===== src/design/lsd_map.svh =====
// Constants of the serial LED sink front end
`ifndef LSD_MAP_SVH
`define LSD_MAP_SVH

`define LSD_NCH        16
`define LSD_AW         4
`define LSD_DW         16
`define LSD_TAP        8

`define LSD_OFF_STATUS 4'h0
`define LSD_OFF_CLEAR  4'h1
`define LSD_OFF_ENABLE 4'h2
`define LSD_OFF_DATA   4'h3
`define LSD_OFF_OT     4'h4
`define LSD_OFF_OPEN   4'h5
`define LSD_OFF_SHORT  4'h6
`define LSD_OFF_MODE   4'h7

`define LSD_ST_LOAD    0
`define LSD_ST_GFAULT  1
`define LSD_ST_STEP    2
`define LSD_ST_OT      3
`define LSD_ST_W       4

`define LSD_RST_ENABLE 4'h0
`define LSD_RST_CHAN   16'h0000

`endif


===== src/design/lsd_pkg.sv =====
// Types of the serial LED sink front end
package lsd_pkg;

  typedef enum logic [2:0] {
    m_normal,
    m_global,
    m_overtemp,
    m_open,
    m_short,
    m_lowcur
  } lsd_mode_e;

  typedef logic [15:0] lsd_chan_t;

endpackage : lsd_pkg


===== src/design/lsd_top.sv =====
// Serial shift, display latch and diagnostics of a 16-sink LED driver
// Operation
// - Serial clock rise samples input, shifts chain
// - Error mode: serial clock rise steps function
// - Active-low gate switches all sinks always
// - Serial out lags input 8.5 clock cycles
// - Global mode: serial out low for fault
// - Capture global fault at load, keep details
// - Separate data register drives 16 channels
// - Low-current diagnostic mode reduces test current
// - Channel pins sense faults during diagnostics
`timescale 1ns/1ps
`default_nettype none
`include "lsd_map.svh"

module lsd_top (
  input  wire logic                  i_core_clk,
  input  wire logic                  i_nrst,
  input  wire logic                  i_serial_clk,
  input  wire logic                  i_serial_in,
  input  wire logic                  i_latch_strobe,
  input  wire logic                  i_sink_gate_n,
  input  wire logic                  i_error_mode,
  input  wire logic [`LSD_NCH-1:0]   i_open_sense,
  input  wire logic [`LSD_NCH-1:0]   i_short_sense,
  input  wire logic                  i_overtemp,
  input  wire logic [`LSD_AW-1:0]    i_reg_addr,
  input  wire logic [`LSD_DW-1:0]    i_reg_wdata,
  input  wire logic                  i_reg_wr,
  input  wire logic                  i_reg_rd,
  output logic      [`LSD_DW-1:0]    o_reg_rdata,
  output logic                       o_serial_out,
  output logic      [`LSD_NCH-1:0]   o_channel_sinks,
  output logic                       o_sense_enable,
  output logic                       o_low_current,
  output logic                       o_irq
);

  function automatic logic hit(input logic [`LSD_AW-1:0] a,
                               input logic [`LSD_AW-1:0] off);
    hit = (a == off);
  endfunction : hit

  // Two-flop synchronisers; the first stage feeds only the second
  localparam int NS = 5 + 2 * `LSD_NCH;
  logic [NS-1:0] sync1_reg;
  logic [NS-1:0] sync2_reg;
  logic [NS-1:0] pins;

  assign pins = {i_short_sense, i_open_sense, i_overtemp,
                 i_error_mode, i_sink_gate_n, i_latch_strobe,
                 i_serial_in};

  always_ff @(posedge i_core_clk) begin
    if (!i_nrst) begin
      sync1_reg <= '0;
      sync2_reg <= '0;
    end else begin
      sync1_reg <= pins;
      sync2_reg <= sync1_reg;
    end
  end

  // Serial clock sampled like any other pin
  logic sclk_s1_reg;
  logic sclk_s2_reg;
  logic sclk_s3_reg;

  always_ff @(posedge i_core_clk) begin
    if (!i_nrst) begin
      sclk_s1_reg <= 1'b0;
      sclk_s2_reg <= 1'b0;
      sclk_s3_reg <= 1'b0;
    end else begin
      sclk_s1_reg <= i_serial_clk;
      sclk_s2_reg <= sclk_s1_reg;
      sclk_s3_reg <= sclk_s2_reg;
    end
  end

  wire                sin_s    = sync2_reg[0];
  wire                latch_s  = sync2_reg[1];
  wire                gate_s   = sync2_reg[2];
  wire                err_s    = sync2_reg[3];
  wire                ot_s     = sync2_reg[4];
  wire [`LSD_NCH-1:0] open_s   = sync2_reg[5 +: `LSD_NCH];
  wire [`LSD_NCH-1:0] short_s  = sync2_reg[5+`LSD_NCH +: `LSD_NCH];
  wire                clk_rise = sclk_s2_reg & ~sclk_s3_reg;
  wire                clk_fall = ~sclk_s2_reg & sclk_s3_reg;

  logic latch_d_reg;
  wire  latch_rise = latch_s & ~latch_d_reg;

  always_ff @(posedge i_core_clk) begin
    if (!i_nrst) latch_d_reg <= 1'b0;
    else         latch_d_reg <= latch_s;
  end

  // Mode sequencer
  lsd_pkg::lsd_mode_e mode_reg;
  lsd_pkg::lsd_mode_e mode_next;
  lsd_pkg::lsd_mode_e step_mode;

  always_comb begin
    case (mode_reg)
      lsd_pkg::m_global:   step_mode = lsd_pkg::m_overtemp;
      lsd_pkg::m_overtemp: step_mode = lsd_pkg::m_open;
      lsd_pkg::m_open:     step_mode = lsd_pkg::m_short;
      lsd_pkg::m_short:    step_mode = lsd_pkg::m_lowcur;
      lsd_pkg::m_lowcur:   step_mode = lsd_pkg::m_global;
      default:             step_mode = lsd_pkg::m_global;
    endcase
  end

  wire in_diag = (mode_reg != lsd_pkg::m_normal);
  wire step    = in_diag & err_s & clk_rise;

  always_comb begin
    if (!err_s)
      mode_next = lsd_pkg::m_normal;
    else if (!in_diag)
      mode_next = lsd_pkg::m_global;
    else if (clk_rise)
      mode_next = step_mode;
    else
      mode_next = mode_reg;
  end

  always_ff @(posedge i_core_clk) begin
    if (!i_nrst) mode_reg <= lsd_pkg::m_normal;
    else         mode_reg <= mode_next;
  end

  // Shift, data and diagnostic registers
  lsd_pkg::lsd_chan_t shift_reg;
  lsd_pkg::lsd_chan_t shift_next;
  lsd_pkg::lsd_chan_t data_reg;
  lsd_pkg::lsd_chan_t ot_reg;
  lsd_pkg::lsd_chan_t open_reg;
  lsd_pkg::lsd_chan_t short_reg;
  lsd_pkg::lsd_chan_t open_hit;
  lsd_pkg::lsd_chan_t short_hit;
  logic               gfault_reg;

  // Open and short faults count only where the channel is lit; overtemp counts whatever is lit
  genvar g;
  generate
    for (g = 0; g < `LSD_NCH; g = g + 1) begin : g_chan
      assign open_hit[g]  = data_reg[g] & open_s[g];
      assign short_hit[g] = data_reg[g] & short_s[g];
    end
  endgenerate

  wire                ot_any    = ot_s;
  lsd_pkg::lsd_chan_t ot_hit;
  assign ot_hit = ot_any ? data_reg : `LSD_RST_CHAN;

  wire fault_any = (|open_hit) | (|short_hit) | ot_any;
  wire enter_ot  = step & (step_mode == lsd_pkg::m_overtemp);
  wire enter_op  = step & (step_mode == lsd_pkg::m_open);
  wire enter_sh  = step & (step_mode == lsd_pkg::m_short);

  // Entering a detail step parks its result in the chain for read-back
  always_comb begin
    if (enter_ot)
      shift_next = ot_hit;
    else if (enter_op)
      shift_next = open_hit;
    else if (enter_sh)
      shift_next = short_hit;
    else if (clk_rise && !in_diag)
      shift_next = {shift_reg[`LSD_NCH-2:0], sin_s};
    else
      shift_next = shift_reg;
  end

  always_ff @(posedge i_core_clk) begin
    if (!i_nrst) shift_reg <= `LSD_RST_CHAN;
    else         shift_reg <= shift_next;
  end

  always_ff @(posedge i_core_clk) begin
    if (!i_nrst) begin
      data_reg   <= `LSD_RST_CHAN;
      gfault_reg <= 1'b0;
    end else if (latch_rise) begin
      data_reg   <= shift_reg;
      gfault_reg <= fault_any;
    end
  end

  always_ff @(posedge i_core_clk) begin
    if (!i_nrst) begin
      ot_reg    <= `LSD_RST_CHAN;
      open_reg  <= `LSD_RST_CHAN;
      short_reg <= `LSD_RST_CHAN;
    end else begin
      if (enter_ot) ot_reg    <= ot_hit;
      if (enter_op) open_reg  <= open_hit;
      if (enter_sh) short_reg <= short_hit;
    end
  end

  // Pin-facing outputs
  logic               so_reg;
  lsd_pkg::lsd_chan_t sinks_reg;
  logic               sense_reg;
  logic               lowcur_reg;

  always_ff @(posedge i_core_clk) begin
    if (!i_nrst)
      so_reg <= 1'b1;
    else if (mode_reg == lsd_pkg::m_global)
      so_reg <= ~gfault_reg;
    else if (clk_fall)
      so_reg <= shift_reg[`LSD_TAP];
  end

  always_ff @(posedge i_core_clk) begin
    if (!i_nrst) begin
      sinks_reg  <= `LSD_RST_CHAN;
      sense_reg  <= 1'b0;
      lowcur_reg <= 1'b0;
    end else begin
      sinks_reg  <= data_reg & {`LSD_NCH{~gate_s}};
      sense_reg  <= in_diag;
      lowcur_reg <= (mode_reg == lsd_pkg::m_lowcur);
    end
  end

  assign o_serial_out    = so_reg;
  assign o_channel_sinks = sinks_reg;
  assign o_sense_enable  = sense_reg;
  assign o_low_current   = lowcur_reg;

  // Register port and interrupt
  logic [`LSD_ST_W-1:0] status_reg;
  logic [`LSD_ST_W-1:0] status_next;
  logic [`LSD_ST_W-1:0] enable_reg;
  logic [`LSD_ST_W-1:0] events;
  logic [`LSD_ST_W-1:0] clr;
  logic [`LSD_DW-1:0]   rdata_next;
  logic [`LSD_DW-1:0]   rdata_reg;
  logic                 irq_reg;

  assign events[`LSD_ST_LOAD]   = latch_rise;
  assign events[`LSD_ST_GFAULT] = latch_rise & fault_any;
  assign events[`LSD_ST_STEP]   = step;
  assign events[`LSD_ST_OT]     = ot_any & in_diag;

  wire wr_clr = i_reg_wr & hit(i_reg_addr, `LSD_OFF_CLEAR);
  wire wr_en  = i_reg_wr & hit(i_reg_addr, `LSD_OFF_ENABLE);

  assign clr = wr_clr ? i_reg_wdata[`LSD_ST_W-1:0] : '0;
  // Set beats clear in the same cycle
  assign status_next = (status_reg & ~clr) | events;

  always_comb begin
    case (i_reg_addr)
      `LSD_OFF_STATUS: rdata_next = {12'h000, status_reg};
      `LSD_OFF_ENABLE: rdata_next = {12'h000, enable_reg};
      `LSD_OFF_DATA:   rdata_next = data_reg;
      `LSD_OFF_OT:     rdata_next = ot_reg;
      `LSD_OFF_OPEN:   rdata_next = open_reg;
      `LSD_OFF_SHORT:  rdata_next = short_reg;
      `LSD_OFF_MODE:   rdata_next = {13'h0000, mode_reg};
      default:         rdata_next = 16'h0000;
    endcase
  end

  always_ff @(posedge i_core_clk) begin
    if (!i_nrst) begin
      status_reg <= '0;
      enable_reg <= `LSD_RST_ENABLE;
      irq_reg    <= 1'b0;
      rdata_reg  <= 16'h0000;
    end else begin
      status_reg <= status_next;
      if (wr_en) enable_reg <= i_reg_wdata[`LSD_ST_W-1:0];
      irq_reg    <= |(status_reg & enable_reg);
      rdata_reg  <= i_reg_rd ? rdata_next : 16'h0000;
    end
  end

  assign o_reg_rdata = rdata_reg;
  assign o_irq       = irq_reg;
endmodule : lsd_top

`default_nettype wire


===== config.mk =====
export PLATFORM = sky130hd
export DESIGN_NAME = lsd_top
export DESIGN_NICKNAME = d
export VERILOG_FILES = /design/src/design/lsd_pkg.sv /design/src/design/lsd_top.sv
export VERILOG_INCLUDE_DIRS = /design/src /design/src/design
export SDC_FILE = /design/constraint.sdc
export NUM_CORES = 1
export LEC_CHECK = 0
export ABC_AREA = 1
export ABC_CLOCK_PERIOD_IN_PS = 1500
export BUFFER_PORTS_ARGS = -buffer_cell sky130_fd_sc_hd__buf_4
export CAP_MARGIN = 20
export CORE_MARGIN = 8
export CORE_UTILIZATION = 30
export DETAILED_ROUTE_END_ITERATION = 8
export SYNTH_ARGS = -nofsm -noshare
export SYNTH_HDL_FRONTEND = slang
export SYNTH_SLANG_ARGS = --single-unit
export TNS_END_PERCENT = 10

===== constraint.sdc =====
create_clock -name i_core_clk -period 1.5 [get_ports i_core_clk]
set_input_delay 0.225 -clock i_core_clk [delete_from_list [all_inputs] [get_ports i_core_clk]]
set_output_delay 0.225 -clock i_core_clk [all_outputs]
set_load 0.005 [all_outputs]

==> results of run 1 <==
synthesized netlist by cell type:
master    instances
nand4_1           3
o21ai_0          42
o22ai_1           7
nor2_4            2
nand2_4           1
o221ai_1          2
dfxtp_1         206
nor2_2            3
nor2_1           61
inv_1           143
inv_2             4
nand2_1         263
a31oi_1           1
and2_1            1
o31ai_1           1
buf_6             5
nand3_1          47
a41oi_1          12
nor3_1           31
nand3_4           1
clkbuf_1         24
o21ai_1          10
buf_4             1
nand2_2           3
a221oi_1          1
nor4_1            1
inv_4             1
a21oi_1          98
buf_2            12
buf_1             2
power groups by stage:
stage	Sequential, mW	Clock [mW]	Combinational, mW
5_1_grt	5.75	5.62	0.770
6_report	5.74	5.28	0.692
3_3_place_gp	5.84	0	0.587
2_1_floorplan	5.82	0	0.323
4_1_cts	5.72	5.38	0.677
3_5_place_dp	5.85	0	0.593
layout by cell type, fill, tap and decap left out, types with 3 or more instances in the layout:
master,n
a21oi_1,93
a21oi_2,5
a41oi_1,12
buf_12,11
buf_4,127
buf_6,3
clkbuf_1,6
clkbuf_16,24
clkbuf_8,3
clkinv_2,6
dfxtp_1,204
dlygate4sd3_1,38
inv_1,142
inv_2,4
nand2_1,254
nand2_2,11
nand3_1,30
nand3_2,12
nand3_4,6
nand4_1,3
nor2_1,53
nor2_2,10
nor2_4,3
nor3_1,21
nor3_2,10
o21ai_0,40
o21ai_1,12
o22ai_1,7
per-stage QoR:
step                cell area [um^2]  hold slack, ns  TNS (ns)  setup WS, ns
floorplan                       7570           0.323         0         0.160
global placement                8960           0.397         0       0.00133
detailed placement              8960           0.395   -0.0328       -0.0269
CTS                            10100         0.00775   -0.0637       -0.0181
global route                   10300          0.0361     -1.39        -0.120
finish                         10300          0.0198    -0.244       -0.0369
layer usage:
| layer | vias up | part of all wire |
|---|---|---|
| li1 | 3442 | - |
| met1 | 2935 | 0.50 |
| met3 | 38 | 0.057 |
| met5 | - | 0 |
| met4 | 0 | 0.027 |
| met2 | 183 | 0.41 |
kinds of logic (layout without fill, tap and decap cells):
logic type	Yosys count	after routing	share of synthesized area
simple gates	417	417	0.228
compound gates	174	174	0.124
flops	206	206	0.545
buf+inv	192	369	0.103
final cells by class:
cell class	instances	share of cell area
Clock inverter	8	0.00665
Sequential cell	206	0.399
Clock buffer	32	0.0618
Inverter	148	0.0544
Tap cell	330	0.0399
Timing Repair Buffer	181	0.157
Multi-Input combinational cell	591	0.281
critical path, cell delays in order (launching register included):
cell and delay [ns]:
dfxtp_2 0.34, buf_6 0.11, inv_6 0.04, nor2_4 0.11
nand2_2 0.07, nor2_4 0.22, clkbuf_16 0.22, nand3_4 0.10
nand3_2 0.10, nand2_1 0.06, a21oi_1 0.11
worst min path at each step:
| stage | depth (start not counted) | to | slack, ns |
|---|---|---|---|
| 6_report | 3 | enable_reg[2] | 0.02 |
| 4_1_cts | 3 | enable_reg[2] | 0.008 |
| 3_3_place_gp | 2 | sclk_s2_reg | 0.40 |
| 3_5_place_dp | 2 | sync2_reg[3] | 0.40 |
| 5_1_grt | 3 | enable_reg[3] | 0.04 |
| 2_1_floorplan | 2 | sclk_s1_reg | 0.32 |
repair_timing:
item	4_1_cts	5_1_grt
hold buffers	38	0
cloned	0	1
pin swaps	0	11
gates resized for setup	3	65
endpoints found under the hold margin	38	0
buffers inserted	0	1
endpoints found under the setup margin	8	48
==> impl_metrics.csv, run 1 <==
group,metric,value,unit
finish,seq_area,0.00413,mm^2
outcome,violations,"setup timing",
routing,drtIter0Drc,490,
timing,period_needed,1.54,ns
yosys,synth_seq_cells,206,
global_route,use_met1,0.183,
timing,max-slew-margin-rel,0.492,
placed_design,dp_cells,1416,
flow_run,max_cap_viol_count,0,
routing,drcViolationCount,0,
routing,vias_per_cell,4.41,
worst_setup_path,worstPathArrival,1.98,ns
die,die_h,175,um
global_route,gr-total-overflow,0,
timing,worst_pin_slew,0.761,ns
global_route,grt_antenna_before_repair,0,
die,row_count,58,
worst_setup_path,crit_end,"shift_reg[13]",
outcome,status,"complete, but fails checks",
power,power.total,11.7,mW
die,die_x,175,um
yosys,synth_area_per_cell,7.65,um^2
placed_design,place_hpwl,14900,um
cts,clock_path_buffers,3,
yosys,synth_area,0.00757,mm^2
power,p_seq_frac,0.490,
routing,drt_pre_antenna_iters,5,
die,die_area,0.0306,mm^2
worst_setup_path,worstSetupStartpoint,"mode_reg[0]",
timing,timing.final.crit_share,1.02,
timing,fin_ws,-0.0369,ns
placed_design,gp_congestion,0.800,
worst_setup_path,path_max_fanout,7,
yosys,synthesis.nets,1051,
timing,hold_viol_final,0,
placed_design,port_buffers,85,
finish,finalNonFillerCells,1496,
routing,wirelength,20800,um
yosys,synth_cells,989,
worst_setup_path,reg2reg_to,"shift_reg[13]",
routing,final_antenna_net_count,0,
yosys,netlist.area_leader.share,0.545,
routing,dr_total_vias,6598,
die,ios,98,
cts,clk_transition_reported_paths,0.06,ns
cts,tritoncts,"yes",
power,p_per_area,1130,mW/mm^2
power,p_int,9.10,mW
yosys,synth-warning-count,0,
global_route,grtUsageMet2,0.187,
worst_setup_path,worstSetupStartpointType,"register",
finish,fin_nets,1212,
cts,cts_buffers,22,
cts,htree_num_levels,1,
yosys,yosysSeqAreaShare,0.545,
worst_setup_path,path_class,"reg -> reg",
worst_setup_path,cp.required,1.94,ns
power,comb_power_share,0.059,
global_route,grt_pass1_wl,32200,um
cts,clk_latency,0.51,ns
global_route,grt_pass1_vias,6144,
finish,n_antenna_cell,0,
power,p_switching,2.61,mW
worst_setup_path,r2r_cells,10,
die,core_area,0.0250,mm^2
finish,multi_input_area,0.00291,mm^2
timing,setup_viol,13,
finish,final.fill_count,2602,
routing,wl_per_cell,13.9,um
yosys,synth_top_area_cell,"dfxtp_1",
global_route,grt_max_degree,71,
yosys,netlist_top_cells_area,"dfxtp_1 (54%), nand2_1 (13%), inv_1 (7.1%)",
worst_setup_path,cp-end-kind,"register",
power,ir_drop,0.561,mV
timing,clock_skew,0.0167,ns
hold_path,hp-class,"in -> reg",
global_route,grtUsageTotal,0.127,
finish,drive_gt1_frac,0.209,
cts,clock-sinks,206,
power,power.leakage,4.80,nW
die,initial_utilization,0.303,
cts,clock-root-buffer,"clkbuf_16",
worst_setup_path,timing.rr.start,"mode_reg[0]",
yosys,ys_types,30,
hold_path,min_from,"i_reg_wdata[2]",
timing,rsz0062_at_grt,"yes",
timing,clock.fmax,651,MHz
power,p_clk_frac,0.451,
global_route,met3_usage,0.0227,
finish,syn2layout_area_growth,36.7,%
power,switching_share,0.223,
finish,fin_util,0.415,
global_route,grt-busiest-layer,"met2",
timing,slew_violations,0,
worst_setup_path,regToRegSetupSlack,-0.04,ns
No activity file was read; power rests on OpenSTA's default activity.
==> inputs of run 2 (changes only) <==
- ABC_CLOCK_PERIOD_IN_PS: 1500 -> 1800
- TNS_END_PERCENT: 10 -> 1
- clock period: 1.5 -> 1.8 ns (I/O delays scaled with it)
==> impl_metrics.csv, run 2 (same netlist as run 1, synthesis figures left out) <==
group,metric,value,unit
finish,final.fill_count,2665,
power,ir_drop,0.463,mV
worst_setup_path,path_max_fanout,34,
routing,wl_per_cell,13.7,um
worst_setup_path,worstPathArrival,2.07,ns
timing,period_needed,1.65,ns
worst_setup_path,cp.required,2.22,ns
die,die_x,175,um
timing,finalSetupTns,0,ns
die,ios,98,
power,p_clk_frac,0.433,
cts,htree_num_levels,1,
die,row_count,58,
finish,drive_gt1_frac,0.134,
outcome,status,"finished clean",
routing,drcViolationCount,0,
worst_setup_path,slowest_stage,"dfxtp_1",
cts,clk_transition_reported_paths,0.06,ns
finish,final_common_cell,"nand2_1",
power,power.leakage,4.49,nW
timing,setup_viol,0,
finish,final_cell_mix,"nand2_1 (263), dfxtp_1 (206), inv_1 (143), buf_4 (105), a21oi_1 (98)",
worst_setup_path,cpPeakStageDelay,0.33,ns
routing,drtIter0Drc,519,
hold_path,hp-class,"in -> reg",
power,p_seq_frac,0.511,
timing,clock_skew,0.00636,ns
power,power.total,9.35,mW
worst_setup_path,worst_path_most_repeated_cell,"nor2_1",
finish,syn2layout_area_growth,27.3,%
finish,n_antenna_cell,0,
placed_design,place_hpwl,14400,um
finish,fin_nets,1177,
routing,wirelength,19900,um
power,p_int,7.33,mW
placed_design,port_buffers,85,
global_route,grt_pass1_wl,32400,um
timing,clock.fmax,605,MHz
power,switching_share,0.216,
placed_design,place_area,0.00863,mm^2
flow_run,max_cap_viol_count,0,
power,p_per_area,970,mW/mm^2
timing,max-slew-margin-rel,0.509,
timing,rsz0062_at_grt,"no",
global_route,gr-total-overflow,0,
routing,drt_pre_antenna_iters,5,
timing,worst_pin_slew,0.736,ns
finish,final_area,0.00964,mm^2
power,p_switching,2.02,mW
finish,fin_util,0.386,
timing,timing.final.crit_share,0.918,
routing,final_antenna_net_count,0,
cts,clk_latency,0.49,ns
global_route,grtUsageTotal,0.127,
global_route,grt_max_degree,69,
worst_setup_path,worstSetupStartpointType,"register",
cts,clock_path_buffers,3,
routing,vias_per_cell,4.40,
die,initial_utilization,0.303,
worst_setup_path,crit_chain,"inv_2 -> nand2_1 -> nor2_1 -> nand2_2 -> buf_12 -> nor3_1 -> nor2_1 -> a21oi_1",
global_route,grt_antenna_before_repair,0,
cts,clock-sinks,206,
worst_setup_path,path_class,"reg -> reg",
placed_design,gp_congestion,0.809,
routing,dr_total_vias,6393,
global_route,grt_pass1_vias,6212,
worst_setup_path,cp-end-kind,"register",
cts,tritoncts,"yes",
die,die_area,0.0306,mm^2
timing,hold_viol_final,0,
die,core_area,0.0250,mm^2
cts,cts_buffers,21,
die,die_h,175,um
power,comb_power_share,0.057,
cts,clock-root-buffer,"clkbuf_16",
timing,slew_violations,0,
## run 2: cell count changes in the layout (fill, tap and decap cells not counted), sizes merged
cell,delta
clkbuf,-3
buf,-33
inv,-1
clkinv,-5
## run 2: timing repair
| item | 4_1_cts | 5_1_grt |
|---|---|---|
| gates resized for setup | 0 | 1 |
| hold buffers | 38 | 0 |
| endpoints found under the hold margin | 38 | 0 |
| setup endpoints to repair | 0 | 1 |
| setup buffers | 0 | 0 |
## run 2: critical path: cells and delay by family (launching register included)
| family | cells | cell delay, ns |
|---|---|---|
| compound gates | 1 | 0.16 |
| flops | 1 | 0.33 |
| simple gates | 5 | 0.77 |
| buf+inv | 2 | 0.30 |
## run 2: through the flow
stage | std cells | hold WS, ns | setup slack, ns
floorplan | 989 | 0.368 | 0.460
global placement | 1384 | 0.398 | 0.224
detailed placement | 1384 | 0.398 | 0.230
CTS | 1454 | 0.0629 | 0.185
global route | 1454 | 0.0735 | 0.0676
finish | 1454 | 0.0722 | 0.147
## run 2: power groups by stage
stage	Sequential, mW	Clock, mW	Combinational [mW]
2_1_floorplan	4.85	0	0.269
3_3_place_gp	4.88	0	0.457
3_5_place_dp	4.88	0	0.463
4_1_cts	4.78	4.16	0.532
5_1_grt	4.79	4.35	0.597
6_report	4.78	4.05	0.529
## run 2: final timing paths
kind                  startpoint       endpoint  slack [ns]  cells after the start
setup / recovery     mode_reg[2]   shift_reg[8]        0.15                      8
hold / removal    i_reg_wdata[3]  enable_reg[3]        0.07                      3
setup reg to reg     mode_reg[2]   shift_reg[8]        0.15                      8
hold reg to reg    sync1_reg[14]  sync2_reg[14]        0.41                      2
## run 2: layout make-up
type | instances | area (um^2) | area share
repair buffers | 147 | 1250 | 0.130
clock inverters | 2 | 35.0 | 0.00363
inverters | 148 | 558 | 0.0579
clock buffers | 30 | 589 | 0.0611
flip-flops and latches | 206 | 4120 | 0.428
well taps | 330 | 413 | 0.0428
multi-input cells | 591 | 2670 | 0.277
## run 2: per-layer routing
layer | vias to the layer above | GRT usage | wire (um)
li1 | 3376 | - | -
met1 | 2796 | 0.185 | 9980
met2 | 193 | 0.189 | 8250
met3 | 28 | 0.0233 | 1270
met4 | 0 | 0.0374 | 348
met5 | - | 0 | 0
